==> src/bk3_pkg.sv <==
// Constants and types shared by the buck3 command and status register slice.
`default_nettype none
package bk3_pkg;
  localparam logic [7:0] CMD_OFFSET    = 8'h05;
  localparam logic [7:0] STATUS_OFFSET = 8'h06;
  localparam logic [7:0] CMD_RESET     = 8'h00;
  localparam logic [7:0] STATUS_RESET  = 8'h00;
  localparam logic [7:0] UNMAPPED_READ = 8'h00;
  localparam logic [3:0] BITS_PER_BYTE = 4'h8;
  localparam logic [1:0] SEL_NONE      = 2'h0;
  localparam logic [1:0] SEL_CMD       = 2'h1;
  localparam logic [1:0] SEL_STATUS    = 2'h2;
  localparam int unsigned CMD_MODE_BIT    = 1;
  localparam int unsigned CMD_DISABLE_BIT = 0;
  localparam int unsigned ST_OTP_BIT      = 7;
  localparam int unsigned ST_ILIM3_BIT    = 6;
  localparam int unsigned ST_ILIM2_BIT    = 5;
  localparam int unsigned ST_ILIM1_BIT    = 4;
  localparam int unsigned ST_WARN_BIT     = 3;
  localparam int unsigned ST_PG3_BIT      = 2;
  localparam int unsigned ST_PG2_BIT      = 1;
  localparam int unsigned ST_PG1_BIT      = 0;

  // Serial engine states, Gray coded along the write path.
  typedef enum logic [3:0] {
    ST_IDLE    = 4'h0,
    ST_DEV     = 4'h1,
    ST_DEV_ACK = 4'h3,
    ST_REG     = 4'h2,
    ST_REG_ACK = 4'h6,
    ST_WR      = 4'h7,
    ST_WR_ACK  = 4'h5,
    ST_RD      = 4'h4,
    ST_RD_ACK  = 4'hc
  } bk3_state_t;
endpackage : bk3_pkg
`default_nettype wire

==> src/bk3_reg_if.sv <==
// Register access channel between the serial engine and the register bank.
`timescale 1ns/1ns
`default_nettype none
interface bk3_reg_if;
  logic       wr_en;
  logic [7:0] addr;
  logic [7:0] wdata;
  logic [7:0] rdata;
  modport engine (output wr_en, output addr, output wdata, input rdata);
  modport bank   (input wr_en, input addr, input wdata, output rdata);
endinterface : bk3_reg_if
`default_nettype wire

==> src/bk3_reg_bank.sv <==
// Command register storage and live status sampling.
`timescale 1ns/1ns
`default_nettype none
module bk3_reg_bank (
  input  wire logic       sys_clk,
  input  wire logic       rst,
  bk3_reg_if.bank         bus,
  input  wire logic [2:0] en_pins,
  input  wire logic [7:0] status_raw,
  output logic      [7:0] cmd
);
  logic [7:0] status_meta;
  logic [7:0] status_q;
  logic [2:0] en_meta;
  logic [2:0] en_q;
  logic       hw_off;

  function automatic logic [1:0] reg_sel(input logic [7:0] a);
    if (a == bk3_pkg::CMD_OFFSET) begin
      return bk3_pkg::SEL_CMD;
    end else if (a == bk3_pkg::STATUS_OFFSET) begin
      return bk3_pkg::SEL_STATUS;
    end else begin
      return bk3_pkg::SEL_NONE;
    end
  endfunction : reg_sel

  // ---------------------------------------------------------------
  // Synchronisers
  // ---------------------------------------------------------------
  // Live status sampling.
  always_ff @(posedge sys_clk) begin
    if (rst) begin
      status_meta <= bk3_pkg::STATUS_RESET;
      status_q    <= bk3_pkg::STATUS_RESET;
    end else begin
      status_meta <= status_raw;
      status_q    <= status_meta;
    end
  end

  always_ff @(posedge sys_clk) begin
    if (rst) begin
      en_meta <= 3'h0;
      en_q    <= 3'h0;
    end else begin
      en_meta <= en_pins;
      en_q    <= en_meta;
    end
  end

  assign hw_off = (en_q == 3'h0);

  // ---------------------------------------------------------------
  // Registers
  // ---------------------------------------------------------------
  // Command register write.
  always_ff @(posedge sys_clk) begin
    if (rst) begin
      cmd <= bk3_pkg::CMD_RESET;
    end else if (bus.wr_en && !hw_off && reg_sel(bus.addr) == bk3_pkg::SEL_CMD) begin
      cmd <= bus.wdata;
    end
  end

  always_comb begin
    if (reg_sel(bus.addr) == bk3_pkg::SEL_CMD) begin
      bus.rdata = cmd;
    end else if (reg_sel(bus.addr) == bk3_pkg::SEL_STATUS) begin
      bus.rdata = status_q;
    end else begin
      bus.rdata = bk3_pkg::UNMAPPED_READ;
    end
  end
endmodule : bk3_reg_bank
`default_nettype wire

==> src/bk3_regs.sv <==
// Serial slave engine and top level of the buck3 register slice.
`timescale 1ns/1ns
`default_nettype none
module bk3_regs #(
  parameter logic [6:0] SLAVE_ADDR = 7'h2a
) (
  input  wire logic sys_clk,
  input  wire logic rst,
  input  wire logic scl_in,
  input  wire logic sda_in,
  output logic      sda_out,
  output logic      sda_oe,
  input  wire logic converter1_enable_pin,
  input  wire logic converter2_enable_pin,
  input  wire logic converter3_enable_pin,
  input  wire logic over_temp_shutdown,
  input  wire logic buck3_overcurrent_flag,
  input  wire logic buck2_overcurrent_flag,
  input  wire logic buck1_overcurrent_flag,
  input  wire logic temp_warning_flag,
  input  wire logic out3_in_range,
  input  wire logic out2_in_range,
  input  wire logic out1_in_range,
  output logic      pulse_skip_mode,
  output logic      buck3_disable_n
);
  bk3_reg_if regs ();

  logic              scl_meta;
  logic              scl_s;
  logic              scl_d;
  logic              sda_meta;
  logic              sda_s;
  logic              sda_d;
  logic              scl_rise;
  logic              scl_fall;
  logic              start_cond;
  logic              stop_cond;
  logic              byte_done;
  bk3_pkg::bk3_state_t st;
  logic [3:0]        cnt;
  logic [7:0]        shift;
  logic              rw;
  logic              master_ack;
  logic [7:0]        status_raw;
  logic [7:0]        cmd;

  // ---------------------------------------------------------------
  // Status packing
  // ---------------------------------------------------------------
  // Overtemperature shutdown bit.
  assign status_raw[bk3_pkg::ST_OTP_BIT] = over_temp_shutdown;
  assign status_raw[bk3_pkg::ST_ILIM3_BIT] = buck3_overcurrent_flag;
  assign status_raw[bk3_pkg::ST_ILIM2_BIT] = buck2_overcurrent_flag;
  assign status_raw[bk3_pkg::ST_ILIM1_BIT] = buck1_overcurrent_flag;
  assign status_raw[bk3_pkg::ST_WARN_BIT] = temp_warning_flag;
  assign status_raw[bk3_pkg::ST_PG3_BIT] = out3_in_range;
  assign status_raw[bk3_pkg::ST_PG2_BIT] = out2_in_range;
  assign status_raw[bk3_pkg::ST_PG1_BIT] = out1_in_range;

  bk3_reg_bank u_bank (
    .sys_clk    (sys_clk),
    .rst        (rst),
    .bus        (regs.bank),
    .en_pins    ({converter3_enable_pin, converter2_enable_pin, converter1_enable_pin}),
    .status_raw (status_raw),
    .cmd        (cmd)
  );

  assign pulse_skip_mode = cmd[bk3_pkg::CMD_MODE_BIT];
  assign buck3_disable_n = cmd[bk3_pkg::CMD_DISABLE_BIT];

  // ---------------------------------------------------------------
  // Pin synchronisers and bus conditions
  // ---------------------------------------------------------------
  always_ff @(posedge sys_clk) begin
    if (rst) begin
      scl_meta <= 1'b1;
      scl_s    <= 1'b1;
      scl_d    <= 1'b1;
      sda_meta <= 1'b1;
      sda_s    <= 1'b1;
      sda_d    <= 1'b1;
    end else begin
      scl_meta <= scl_in;
      scl_s    <= scl_meta;
      scl_d    <= scl_s;
      sda_meta <= sda_in;
      sda_s    <= sda_meta;
      sda_d    <= sda_s;
    end
  end

  assign scl_rise   = scl_s & ~scl_d;
  assign scl_fall   = ~scl_s & scl_d;
  assign start_cond = scl_s & scl_d & sda_d & ~sda_s;
  assign stop_cond  = scl_s & scl_d & ~sda_d & sda_s;
  assign byte_done  = scl_fall & (cnt == bk3_pkg::BITS_PER_BYTE);

  // The data line is only ever pulled low; release lets the pull-up win.
  always_ff @(posedge sys_clk) begin
    if (rst) begin
      sda_out <= 1'b0;
    end else begin
      sda_out <= 1'b0;
    end
  end

  // ---------------------------------------------------------------
  // Transfer state machine
  // ---------------------------------------------------------------
  // Byte sequencing and acknowledge.
  always_ff @(posedge sys_clk) begin
    if (rst) begin
      st         <= bk3_pkg::ST_IDLE;
      cnt        <= 4'h0;
      shift      <= 8'h00;
      rw         <= 1'b0;
      master_ack <= 1'b0;
      sda_oe     <= 1'b0;
    end else if (start_cond) begin
      st     <= bk3_pkg::ST_DEV;
      cnt    <= 4'h0;
      sda_oe <= 1'b0;
    end else if (stop_cond) begin
      st     <= bk3_pkg::ST_IDLE;
      sda_oe <= 1'b0;
    end else if (scl_rise) begin
      if (st == bk3_pkg::ST_DEV || st == bk3_pkg::ST_REG || st == bk3_pkg::ST_WR) begin
        shift <= {shift[6:0], sda_s};
        cnt   <= cnt + 4'h1;
      end else if (st == bk3_pkg::ST_RD) begin
        cnt <= cnt + 4'h1;
      end else if (st == bk3_pkg::ST_RD_ACK) begin
        master_ack <= ~sda_s;
      end
    end else if (scl_fall) begin
      case (st)
        bk3_pkg::ST_IDLE: begin
          st <= bk3_pkg::ST_IDLE;
        end
        bk3_pkg::ST_DEV: begin
          if (byte_done && shift[7:1] == SLAVE_ADDR) begin
            sda_oe <= 1'b1;
            rw     <= shift[0];
            st     <= bk3_pkg::ST_DEV_ACK;
          end else if (byte_done) begin
            st <= bk3_pkg::ST_IDLE;
          end
        end
        bk3_pkg::ST_DEV_ACK: begin
          cnt <= 4'h0;
          if (rw) begin
            shift  <= regs.rdata;
            sda_oe <= ~regs.rdata[7];
            st     <= bk3_pkg::ST_RD;
          end else begin
            sda_oe <= 1'b0;
            st     <= bk3_pkg::ST_REG;
          end
        end
        bk3_pkg::ST_REG: begin
          if (byte_done) begin
            sda_oe <= 1'b1;
            st     <= bk3_pkg::ST_REG_ACK;
          end
        end
        bk3_pkg::ST_REG_ACK, bk3_pkg::ST_WR_ACK: begin
          sda_oe <= 1'b0;
          cnt    <= 4'h0;
          st     <= bk3_pkg::ST_WR;
        end
        bk3_pkg::ST_WR: begin
          if (byte_done) begin
            sda_oe <= 1'b1;
            st     <= bk3_pkg::ST_WR_ACK;
          end
        end
        bk3_pkg::ST_RD: begin
          if (byte_done) begin
            sda_oe <= 1'b0;
            st     <= bk3_pkg::ST_RD_ACK;
          end else begin
            shift  <= {shift[6:0], 1'b0};
            sda_oe <= ~shift[6];
          end
        end
        bk3_pkg::ST_RD_ACK: begin
          if (master_ack) begin
            shift  <= regs.rdata;
            sda_oe <= ~regs.rdata[7];
            cnt    <= 4'h0;
            st     <= bk3_pkg::ST_RD;
          end else begin
            st <= bk3_pkg::ST_IDLE;
          end
        end
        default: begin
          st <= bk3_pkg::ST_IDLE;
        end
      endcase
    end
  end

  // ---------------------------------------------------------------
  // Register channel
  // ---------------------------------------------------------------
  always_ff @(posedge sys_clk) begin
    if (rst) begin
      regs.addr <= 8'h00;
    end else if (st == bk3_pkg::ST_REG && byte_done) begin
      regs.addr <= shift;
    end
  end

  // Update at end of data byte.
  always_ff @(posedge sys_clk) begin
    if (rst) begin
      regs.wr_en <= 1'b0;
      regs.wdata <= 8'h00;
    end else begin
      regs.wr_en <= (st == bk3_pkg::ST_WR) && byte_done;
      if ((st == bk3_pkg::ST_WR) && byte_done) begin
        regs.wdata <= shift;
      end
    end
  end
endmodule : bk3_regs
`default_nettype wire

==> config.mk <==
export PLATFORM = sky130hd
export DESIGN_NAME = bk3_regs
export DESIGN_NICKNAME = d
export VERILOG_FILES = /design/src/bk3_pkg.sv /design/src/bk3_reg_if.sv /design/src/bk3_reg_bank.sv /design/src/bk3_regs.sv
export SDC_FILE = /design/constraint.sdc
export NUM_CORES = 1
export LEC_CHECK = 0
export ABC_AREA = 1
export BUFFER_PORTS_ARGS = -buffer_cell sky130_fd_sc_hd__buf_2
export CORE_ASPECT_RATIO = 2
export CORE_MARGIN = 3
export CORE_UTILIZATION = 50
export CTS_BUF_LIST = sky130_fd_sc_hd__clkbuf_8
export DETAILED_ROUTE_END_ITERATION = 16
export HOLD_SLACK_MARGIN = 0.12
export MAX_ROUTING_LAYER = met4
export PLACE_DENSITY = 0.7
export SLEW_MARGIN = 40
export SYNTH_ARGS = -nofsm -noshare
export SYNTH_HDL_FRONTEND = slang
export SYNTH_SLANG_ARGS = --single-unit
==> constraint.sdc <==
create_clock -name sys_clk -period 3.2 [get_ports sys_clk]
set_input_delay 0.64 -clock sys_clk [delete_from_list [all_inputs] [get_ports sys_clk]]
set_output_delay 0.64 -clock sys_clk [all_outputs]
set_load 0.02 [all_outputs]
======== After elaboration in Yosys (flattened, before gate mapping) ========
Index checks and enable logic that the tools add are counted.
word-level totals
  register bits after elaboration ......... 72
  input port bits ......................... 15
  word-level logic and storage cells ...... 136
operators by class
  eq/ne operators ......................... 32
  reductions and logical operators ........ 26
  bitwise logic cells ..................... 19
  mux-type cells .......................... 37
  add/subtract/negate cells ............... 1
operator list
  operator                                                                 count
  8-bit 2-to-1 mux                                                         8
  4-bit 2-to-1 mux                                                         10
  6-bit AND reduction                                                      5
  4-bit one-hot mux with 7 select lines                                    1
  8-bit one-hot mux with 3 select lines                                    1
  4-bit by 3-bit equality test with 1-bit output, second input constant    4
  8-bit by 3-bit equality test with 1-bit output, second input constant    2
  4-bit inequality test, second input constant                             3
  1-bit NOT                                                                11
  1-bit 2-to-1 mux                                                         9
  3-bit inequality test, second input constant                             3
  1-bit AND                                                                8
  4-bit by 2-bit equality test with 1-bit output, second input constant    2
  4-bit equality test, second input constant                               2
  2-bit 2-to-1 mux                                                         4
  2-bit inequality test, second input constant                             4
  4-bit one-hot mux with 2 select lines                                    1
  8-bit AND reduction                                                      1
  7-bit by 6-bit equality test with 1-bit output, second input constant    1
  3-bit 2-to-1 mux                                                         2
  2-bit by 1-bit inequality test with 1-bit output, second input constant  3
  3-bit by 1-bit inequality test with 1-bit output, second input constant  2
  1-bit one-hot mux with 6 select lines                                    1
  3-bit nonzero test                                                       2
  16 further kinds                                                         25

======== Longest topological paths before layout ========
Gate-level depths: netlist of the first run.
  depth in word-level cells ............... 12
  depth in mapped cells ................... 12
  depth with buffers taken out ............ 11

======== Cells and area by module ========
From an unflattened synthesis of the first run, not the netlist that was laid out.
second synthesis, totals
  cells, all modules ...................... 489
  area, all modules ....................... 3512.1 um2
modules (own cells, without submodules)
  module        area each (um2)  cells an instance  instances
  bk3_regs      2314.7           330                1
  bk3_reg_bank  1197.4           159                1

======== Worst setup path after synthesis of the first run ========
OpenSTA, ideal clock, no wires.
  kind .................................... reg2reg
  start point ............................. register scl_d
  end point ............................... register shift[6]
  path slack .............................. 1.569 ns
  arrival ................................. 1.518 ns
  clock period less this slack ............ 1.631 ns
  cell stages (with the launch flop) ...... 13
  path through ............................ dfxtp_1 -> inv_1 -> ha_1 -> buf_4 -> inv_1 -> nand2_1 -> nor2_1 -> nor2_4 -> nand4_4 -> buf_6 -> nand2_1 -> nand2_1 -> nor2_1
on the way
  word-level cells in the longest chain between the ends .. 5
  elaborated cells on any way between the ends .. 19
  those cells by class .................... eq/ne: 4; mux: 1; bitwise: 11; reduce/logical: 3
RTL lines
  what                                               RTL line                        source
  from (decl)                                        bk3_regs.sv:31                  logic scl_d;
  from (signal assigned)                             bk3_regs.sv:87                  scl_d <= scl_s;
  1-bit AND                                          bk3_regs.sv:96, bk3_regs.sv:97
  1-bit AND, on equally long branches (2 in series)  bk3_regs.sv:96, bk3_regs.sv:97
  1-bit NOT (no source line)                         -
  8-bit AND reduction (no source line)               -
  to (signal assigned)                               bk3_regs.sv:130                 shift <= {shift[6:0], sda_s};
  to (signal assigned)                               bk3_regs.sv:154                 shift <= regs.rdata;
  to (signal assigned)                               bk3_regs.sv:184                 shift <= {shift[6:0], 1'b0};
  to (decl)                                          bk3_regs.sv:42                  logic [7:0] shift;
Parallel ways exist; a longest one is shown, timed or not.
A chain may end at the register's enable or synchronous reset.

======== Worst setup path in the final report of the first run ========
  start point ............................. register scl_d
  end point ............................... register shift[0]
The elaborated chain is that of the path after synthesis.

==> results.ini, run 1 <==
[die]
initial_core_util_pct=52.7
rows=40
die-area_mm2=0.00749
fp.dieW_um=62.7
die_y_um=119
io_pins=19
core_area_mm2=0.00611

[cells_and_area]
nets=489
area_delta_synth_final_pct=11.3
antenna_cells=0
final_common_cell=nand2_1
drive_gt1_share_pct=12.3
fin_cells=557
mostFrequentLayoutCells=nand2_1, nor2_1, dfxtp_1, inv_1, nand3_1

[global_routing]
grt_pass1_wl_mm=11.8
grt_busiest_layer=met2
grt_use_met1_pct=20.0
met3_usage_pct=3.68
antenna_found_initial=0
use_met2_pct=38.6
grt_max_degree=39
gr-total-overflow=0
grt_pass1_vias=2638
grt_util_all_layers_pct=21.0

[worst_setup_path]
worstSetupPathType=register to register
crit_buf_inv=2
r2r_slack_ns=1.30
crit_fanout=16
critical_path_required_ns=3.49
critPathArrivalTime_ns=2.19
worst-r2r-cell-count=10
reg2reg_to=shift[0]
cp-start-kind=register
crit_top_cell=nand2_1
critPathLaunch=scl_d
cp_slowest_cell=dfxtp_1
cpLargestDelayFamily=simple AND/OR/NAND/NOR gates
cp-end-kind=register
path_cells=inv_1 > ha_1 > inv_1 > nand2_1 > nor2_1 > nor2_4 > nand4_4 > nand2_1 > nand2_1 > nor2_1
max_stage_delay_ns=0.34
worst-path-stages=10
reg2reg_from=scl_d

[synth]
synth_edf_count=0
synth_top_flop_cell=dfxtp_1
yosysSeqAreaShare_pct=44.8
synthArstFlopShare_pct=0
ys_types=32
yosysWarningCount=0
netlist_instances=451
netlist_area_mm2=0.00322
synth_area_per_cell_um2=7.14
ys_ff_latch=72
synth_fp_nets=472

[placement]
place.gp.congestion=0.931
placed_cells=541
io_buffers=17
dpl.hpwl_mm=5.32

[power_and_ir_drop]
power_uw=1850
irDropWorstVdd_mv=0.497
power_density_mw_per_mm2=518
p_leak_uw=0.00172

[routing]
vias=2756
post_drt_wl_per_cell_um=12.6
final_antenna_net_count=0
drt_wl_total_mm=7.04
drt_iter0_drc=115
drc=0
vias_per_cell=4.95
first_pass_iters=5

[cts]
postCtsSetupBuffers=0
cts.path.max_buffers=2
hold_buffers=0
cts_resized=0
insertion_delay_ns=0.35
cts_tree=done
cts_buffers=9
cts_root_buffer=clkbuf_8
clk_pin_slew_worst_paths_ns=0.08
htree_levels=3
clock_sinks=72

[sta]
finalHoldViolCount=0
drv_slew=0
finClkSkew_ns=0.00899
setup_viol=0
period_share_pct=59.5
rsz0062_at_grt=no
timing.setup.tns_ns=0
slew_headroom_pct=64.2
clock.fmax_mhz=526
tightest_slew_ns=0.536
period_needed_ns=1.90

[outcome]
status=complete, no violations

[job]
drv_cap=0

[worst_hold_path]
hold_class=register to register
holdPathEnd=u_bank.status_q[4]
min_from=u_bank.status_meta[4]
hold_path_depth=2

==> how the worst max path moves through the flow <==
stage	end	slack (ns)
after floorplan	shift[6]	1.57
after global routing	shift[7]	1.09
after CTS	st[0]	1.30
after detailed placement	st[0]	1.31
after global placement	cnt[3]	1.02
final	shift[0]	1.30
==> tightest hold or removal path: cells and delay by family, from the launching register on <==
family / cells / cell delay, ns
flip-flops: 1 / 0.30
AND/OR/NAND/NOR: 1 / 0.03
buffers and inverters: 1 / 0.04
==> stage by stage <==
| stage | setup slack [ns] | cell area [µm²] | util, % | hold WS, ns |
|---|---|---|---|---|
| after floorplan | 1.57 | 3220 | - | 0.388 |
| after global placement | 1.02 | 3350 | 54.8 | 0.389 |
| after detailed placement | 1.31 | 3350 | 54.8 | 0.392 |
| after CTS | 1.30 | 3580 | 58.7 | 0.403 |
| after global routing | 1.09 | 3580 | 58.7 | 0.412 |
| final | 1.30 | 3580 | 58.7 | 0.403 |
==> cell usage after synthesis (all sizes together), types with 2 or more instances <==
master	instances	share of area, %
nand2	98	12
nand4	9	2.4
nand3	37	6.1
buf	7	1.7
a21oi	21	3.3
ha	6	2.3
clkbuf	6	0.70
dfxtp	72	45
nor2	91	12
or2	4	0.78
nor3	2	0.47
o21ai	29	4.5
inv	61	7.1
==> state kept, by name (all words and copies together), names as in the netlist <==
name,cells
u_bank.status_meta,8
master_ack,1
cnt,4
sda_s,1
shift,8
scl_s,1
rw,1
sda_oe,1
scl_d,1
scl_meta,1
u_bank.status_q,8
regs.wr_en,1
st,4
u_bank.cmd,8
u_bank.en_q,3
u_bank.en_meta,3
sda_meta,1
sda_d,1
regs.wdata,8
regs.addr,8
==> routing by layer <==
metal | vias up | part of all wire [%]
met4 | 0 | 3.9
li1 | 1439 | -
met1 | 1251 | 38
met2 | 51 | 56
met5 | - | 0
met3 | 15 | 2.6
==> layout make-up <==
cell class	count	area [µm²]
fill	626	2520
sequential	72	1440
inverter	61	229
clock inverter	7	111
tap	84	105
clock buffer	9	124
multi-input combinational	305	1470
timing repair buffer	19	100
==> kinds of logic after synthesis <==
group / synth area share [%]
AOI/OAI and AO/OA: 8.24
and+or+nand+nor: 34.5
DFF: 44.8
adders and majority gates: 2.33
buffers and inverters: 9.49
other: 0.117
xor gates and xnor gates: 0.544
==> where the power goes <==
part / switching, µW / internal, µW
combinational: 61.1 / 30.1
sequential: 8.13 / 915
clock: 328 / 512
(Power assumes the default switching activity.)
==> inputs of run 2 (changes only) <==
==> constraint.sdc (replaced) <==
create_clock -name sys_clk -period 1.9 [get_ports sys_clk]
set_input_delay 0.38 -clock sys_clk [delete_from_list [all_inputs] [get_ports sys_clk]]
set_output_delay 0.38 -clock sys_clk [all_outputs]
set_load 0.02 [all_outputs]
==> run 2 against run 1 <==
Count of clock-buffer cells in the layout grew 1. Critical path depth rose by 1. Final cell count grew 1.1%. Die area unchanged. Clock power up 74%. Non-clock buffer count rose by 6. Largest cell class unchanged.
==> results.ini, run 2 (synthesis results as in run 1) <==
[outcome]
status=complete, no violations  ; unchanged

[worst_hold_path]
holdPathEnd=sda_meta  ; was u_bank.status_q[4]
hold_path_depth=2  ; unchanged
min_from=sda_in  ; was u_bank.status_meta[4]
hold_class=input port to register  ; was register to register

[placement]
place.gp.congestion=0.913  ; was 0.931
placed_cell_area_mm2=0.00340  ; was 0.00335 mm²
dpl.hpwl_mm=5.59  ; was 5.32 mm
placed_cells=547  ; was 541
io_buffers=17  ; unchanged

[worst_setup_path]
critical_path_required_ns=2.15  ; was 3.49 ns
worstSetupPathType=register to register  ; unchanged
r2r_slack_ns=0.22  ; was 1.30 ns
reg2reg_from=scl_s  ; was scl_d
worst-r2r-cell-count=11  ; was 10
crit_top_cell=nand2_1  ; unchanged
cp-start-kind=register  ; unchanged
cp-end-kind=register  ; unchanged
path_cells=inv_1 > ha_1 > nand2_1 > nor2_2 > buf_4 > nand2_1 > nand2_1 > nand2_2 > nand4_4 > nor2_1 > nor2_1  ; was inv_1 > ha_1 > inv_1 > nand2_1 > nor2_1 > nor2_4 > nand4_4 > nand2_1 > nand2_1 > nor2_1
critPathArrivalTime_ns=1.93  ; was 2.19 ns
crit_fanout=16  ; unchanged
critPathLaunch=scl_s  ; was scl_d
crit_buf_inv=2  ; unchanged
reg2reg_to=shift[0]  ; unchanged
max_stage_delay_ns=0.36  ; was 0.34 ns
worst-path-stages=11  ; was 10
cpLargestDelayFamily=simple AND/OR/NAND/NOR gates  ; unchanged
cp_slowest_cell=dfxtp_1  ; unchanged

[cells_and_area]
fillers=609  ; was 626
drive_gt1_share_pct=13.4  ; was 12.3%
multi_input_area_mm2=0.00147  ; unchanged
nets=495  ; was 489
fin_area_mm2=0.00365  ; was 0.00358 mm²
mostFrequentLayoutCells=nand2_1, nor2_1, dfxtp_1, inv_1, nand3_1  ; unchanged
area_delta_synth_final_pct=13.4  ; was 11.3%
antenna_cells=0  ; unchanged
regArea_mm2=0.00144  ; unchanged
final_common_cell=nand2_1  ; unchanged
fin_cells=563  ; was 557

[routing]
vias_per_cell=5.01  ; was 4.95
final_antenna_net_count=0  ; unchanged
drc=0  ; unchanged
drt_wl_total_mm=7.41  ; was 7.04 mm
drt_iter0_drc=161  ; was 115
first_pass_iters=4  ; was 5
vias=2820  ; was 2756
post_drt_wl_per_cell_um=13.2  ; was 12.6 µm

[sta]
setup_viol=0  ; unchanged
holdWs_ns=0.206  ; was 0.403 ns
finClkSkew_ns=0.0102  ; was 0.00899 ns
drv_slew=0  ; unchanged
clock.fmax_mhz=596  ; was 526 MHz
period_needed_ns=1.68  ; was 1.90 ns
finalHoldViolCount=0  ; unchanged
rsz0062_at_grt=no  ; unchanged
period_share_pct=88.4  ; was 59.5%
timing.setup.tns_ns=0  ; unchanged

[die]
initial_core_util_pct=52.7  ; unchanged
io_pins=19  ; unchanged
fp.dieW_um=62.7  ; unchanged
rows=40  ; unchanged
die-area_mm2=0.00749  ; unchanged
core_area_mm2=0.00611  ; unchanged
die_y_um=119  ; unchanged

[global_routing]
grt_pass1_wl_mm=12.3  ; was 11.8 mm
grt_util_all_layers_pct=22.2  ; was 21.0%
grt_max_degree=31  ; was 39
gr-total-overflow=0  ; unchanged
antenna_found_initial=0  ; unchanged
grt_pass1_vias=2757  ; was 2638

[power_and_ir_drop]
power_density_mw_per_mm2=871  ; was 518 mW/mm²
irDropWorstVdd_mv=0.628  ; was 0.497 mV
p_leak_uw=0.00177  ; was 0.00172 µW

[cts]
clk_pin_slew_worst_paths_ns=0.08  ; about the same
clock_sinks=72  ; unchanged
cts_tree=done  ; unchanged
cts_resized=0  ; unchanged
cts_buffers=9  ; unchanged
insertion_delay_ns=0.35  ; about the same
cts.path.max_buffers=2  ; unchanged
htree_levels=3  ; unchanged
cts_root_buffer=clkbuf_8  ; unchanged
hold_buffers=0  ; unchanged
postCtsSetupBuffers=0  ; unchanged

[job]
drv_cap=0  ; unchanged

[run 2: changes by cell type in the layout (fill, tap and decap cells not counted), sizes merged]
cell,previous run,this run
buf,19,25
clkbuf,9,10
clkinvlp,1,0
[run 2: area by class of cell]
class,instances,area share (%)
clock inverters,6,2.95
repair buffers,25,4.32
multi-input cells,305,40.3
well taps,84,2.88
inverters,61,6.27
flip-flops and latches,72,39.5
clock buffers,10,3.77
[run 2: stage by stage]
| step | total power (µW) | util, % | setup slack (ns) |
|---|---|---|---|
| 2_1_floorplan | 1700 | - | 0.269 |
| 3_3_place_gp | 1750 | 55.8 | 0.207 |
| 3_5_place_dp | 1750 | 55.8 | 0.171 |
| 4_1_cts | 3210 | 59.8 | 0.145 |
| 5_1_grt | 3290 | 59.8 | 0.0232 |
| 6_report | 3180 | 59.8 | 0.221 |
[run 2: report_power, final]
| group | internal (µW) | switching [µW] |
|---|---|---|
| Combinational | 57.3 | 105 |
| Sequential | 1540 | 13.5 |
| Clock | 903 | 558 |
| Total | 2500 | 676 |
[run 2: worst max path at each step]
stage,endpoint,slack (ns)
4_1_cts,st[1],0.14
2_1_floorplan,shift[6],0.27
6_report,shift[0],0.22
3_5_place_dp,st[1],0.17
5_1_grt,shift[7],0.02
3_3_place_gp,st[1],0.21
[run 2: layer usage]
metal | vias up | GRT usage, % | routed length [µm]
met2 | 77 | 38.5 | 3960
met4 | 0 | 17.7 | 476
li1 | 1452 | - | -
met5 | - | - | 0
met1 | 1256 | 20.8 | 2710
met3 | 35 | 4.43 | 263
[run 2: worst register-to-register path, delay by kind of cell, from the launching register on]
| kind | cells | cell delay (ns) |
|---|---|---|
| adders and majority gates | 1 | 0.21 |
| buffers and inverters | 2 | 0.23 |
| DFF | 1 | 0.36 |
| and+or+nand+nor | 8 | 0.78 |
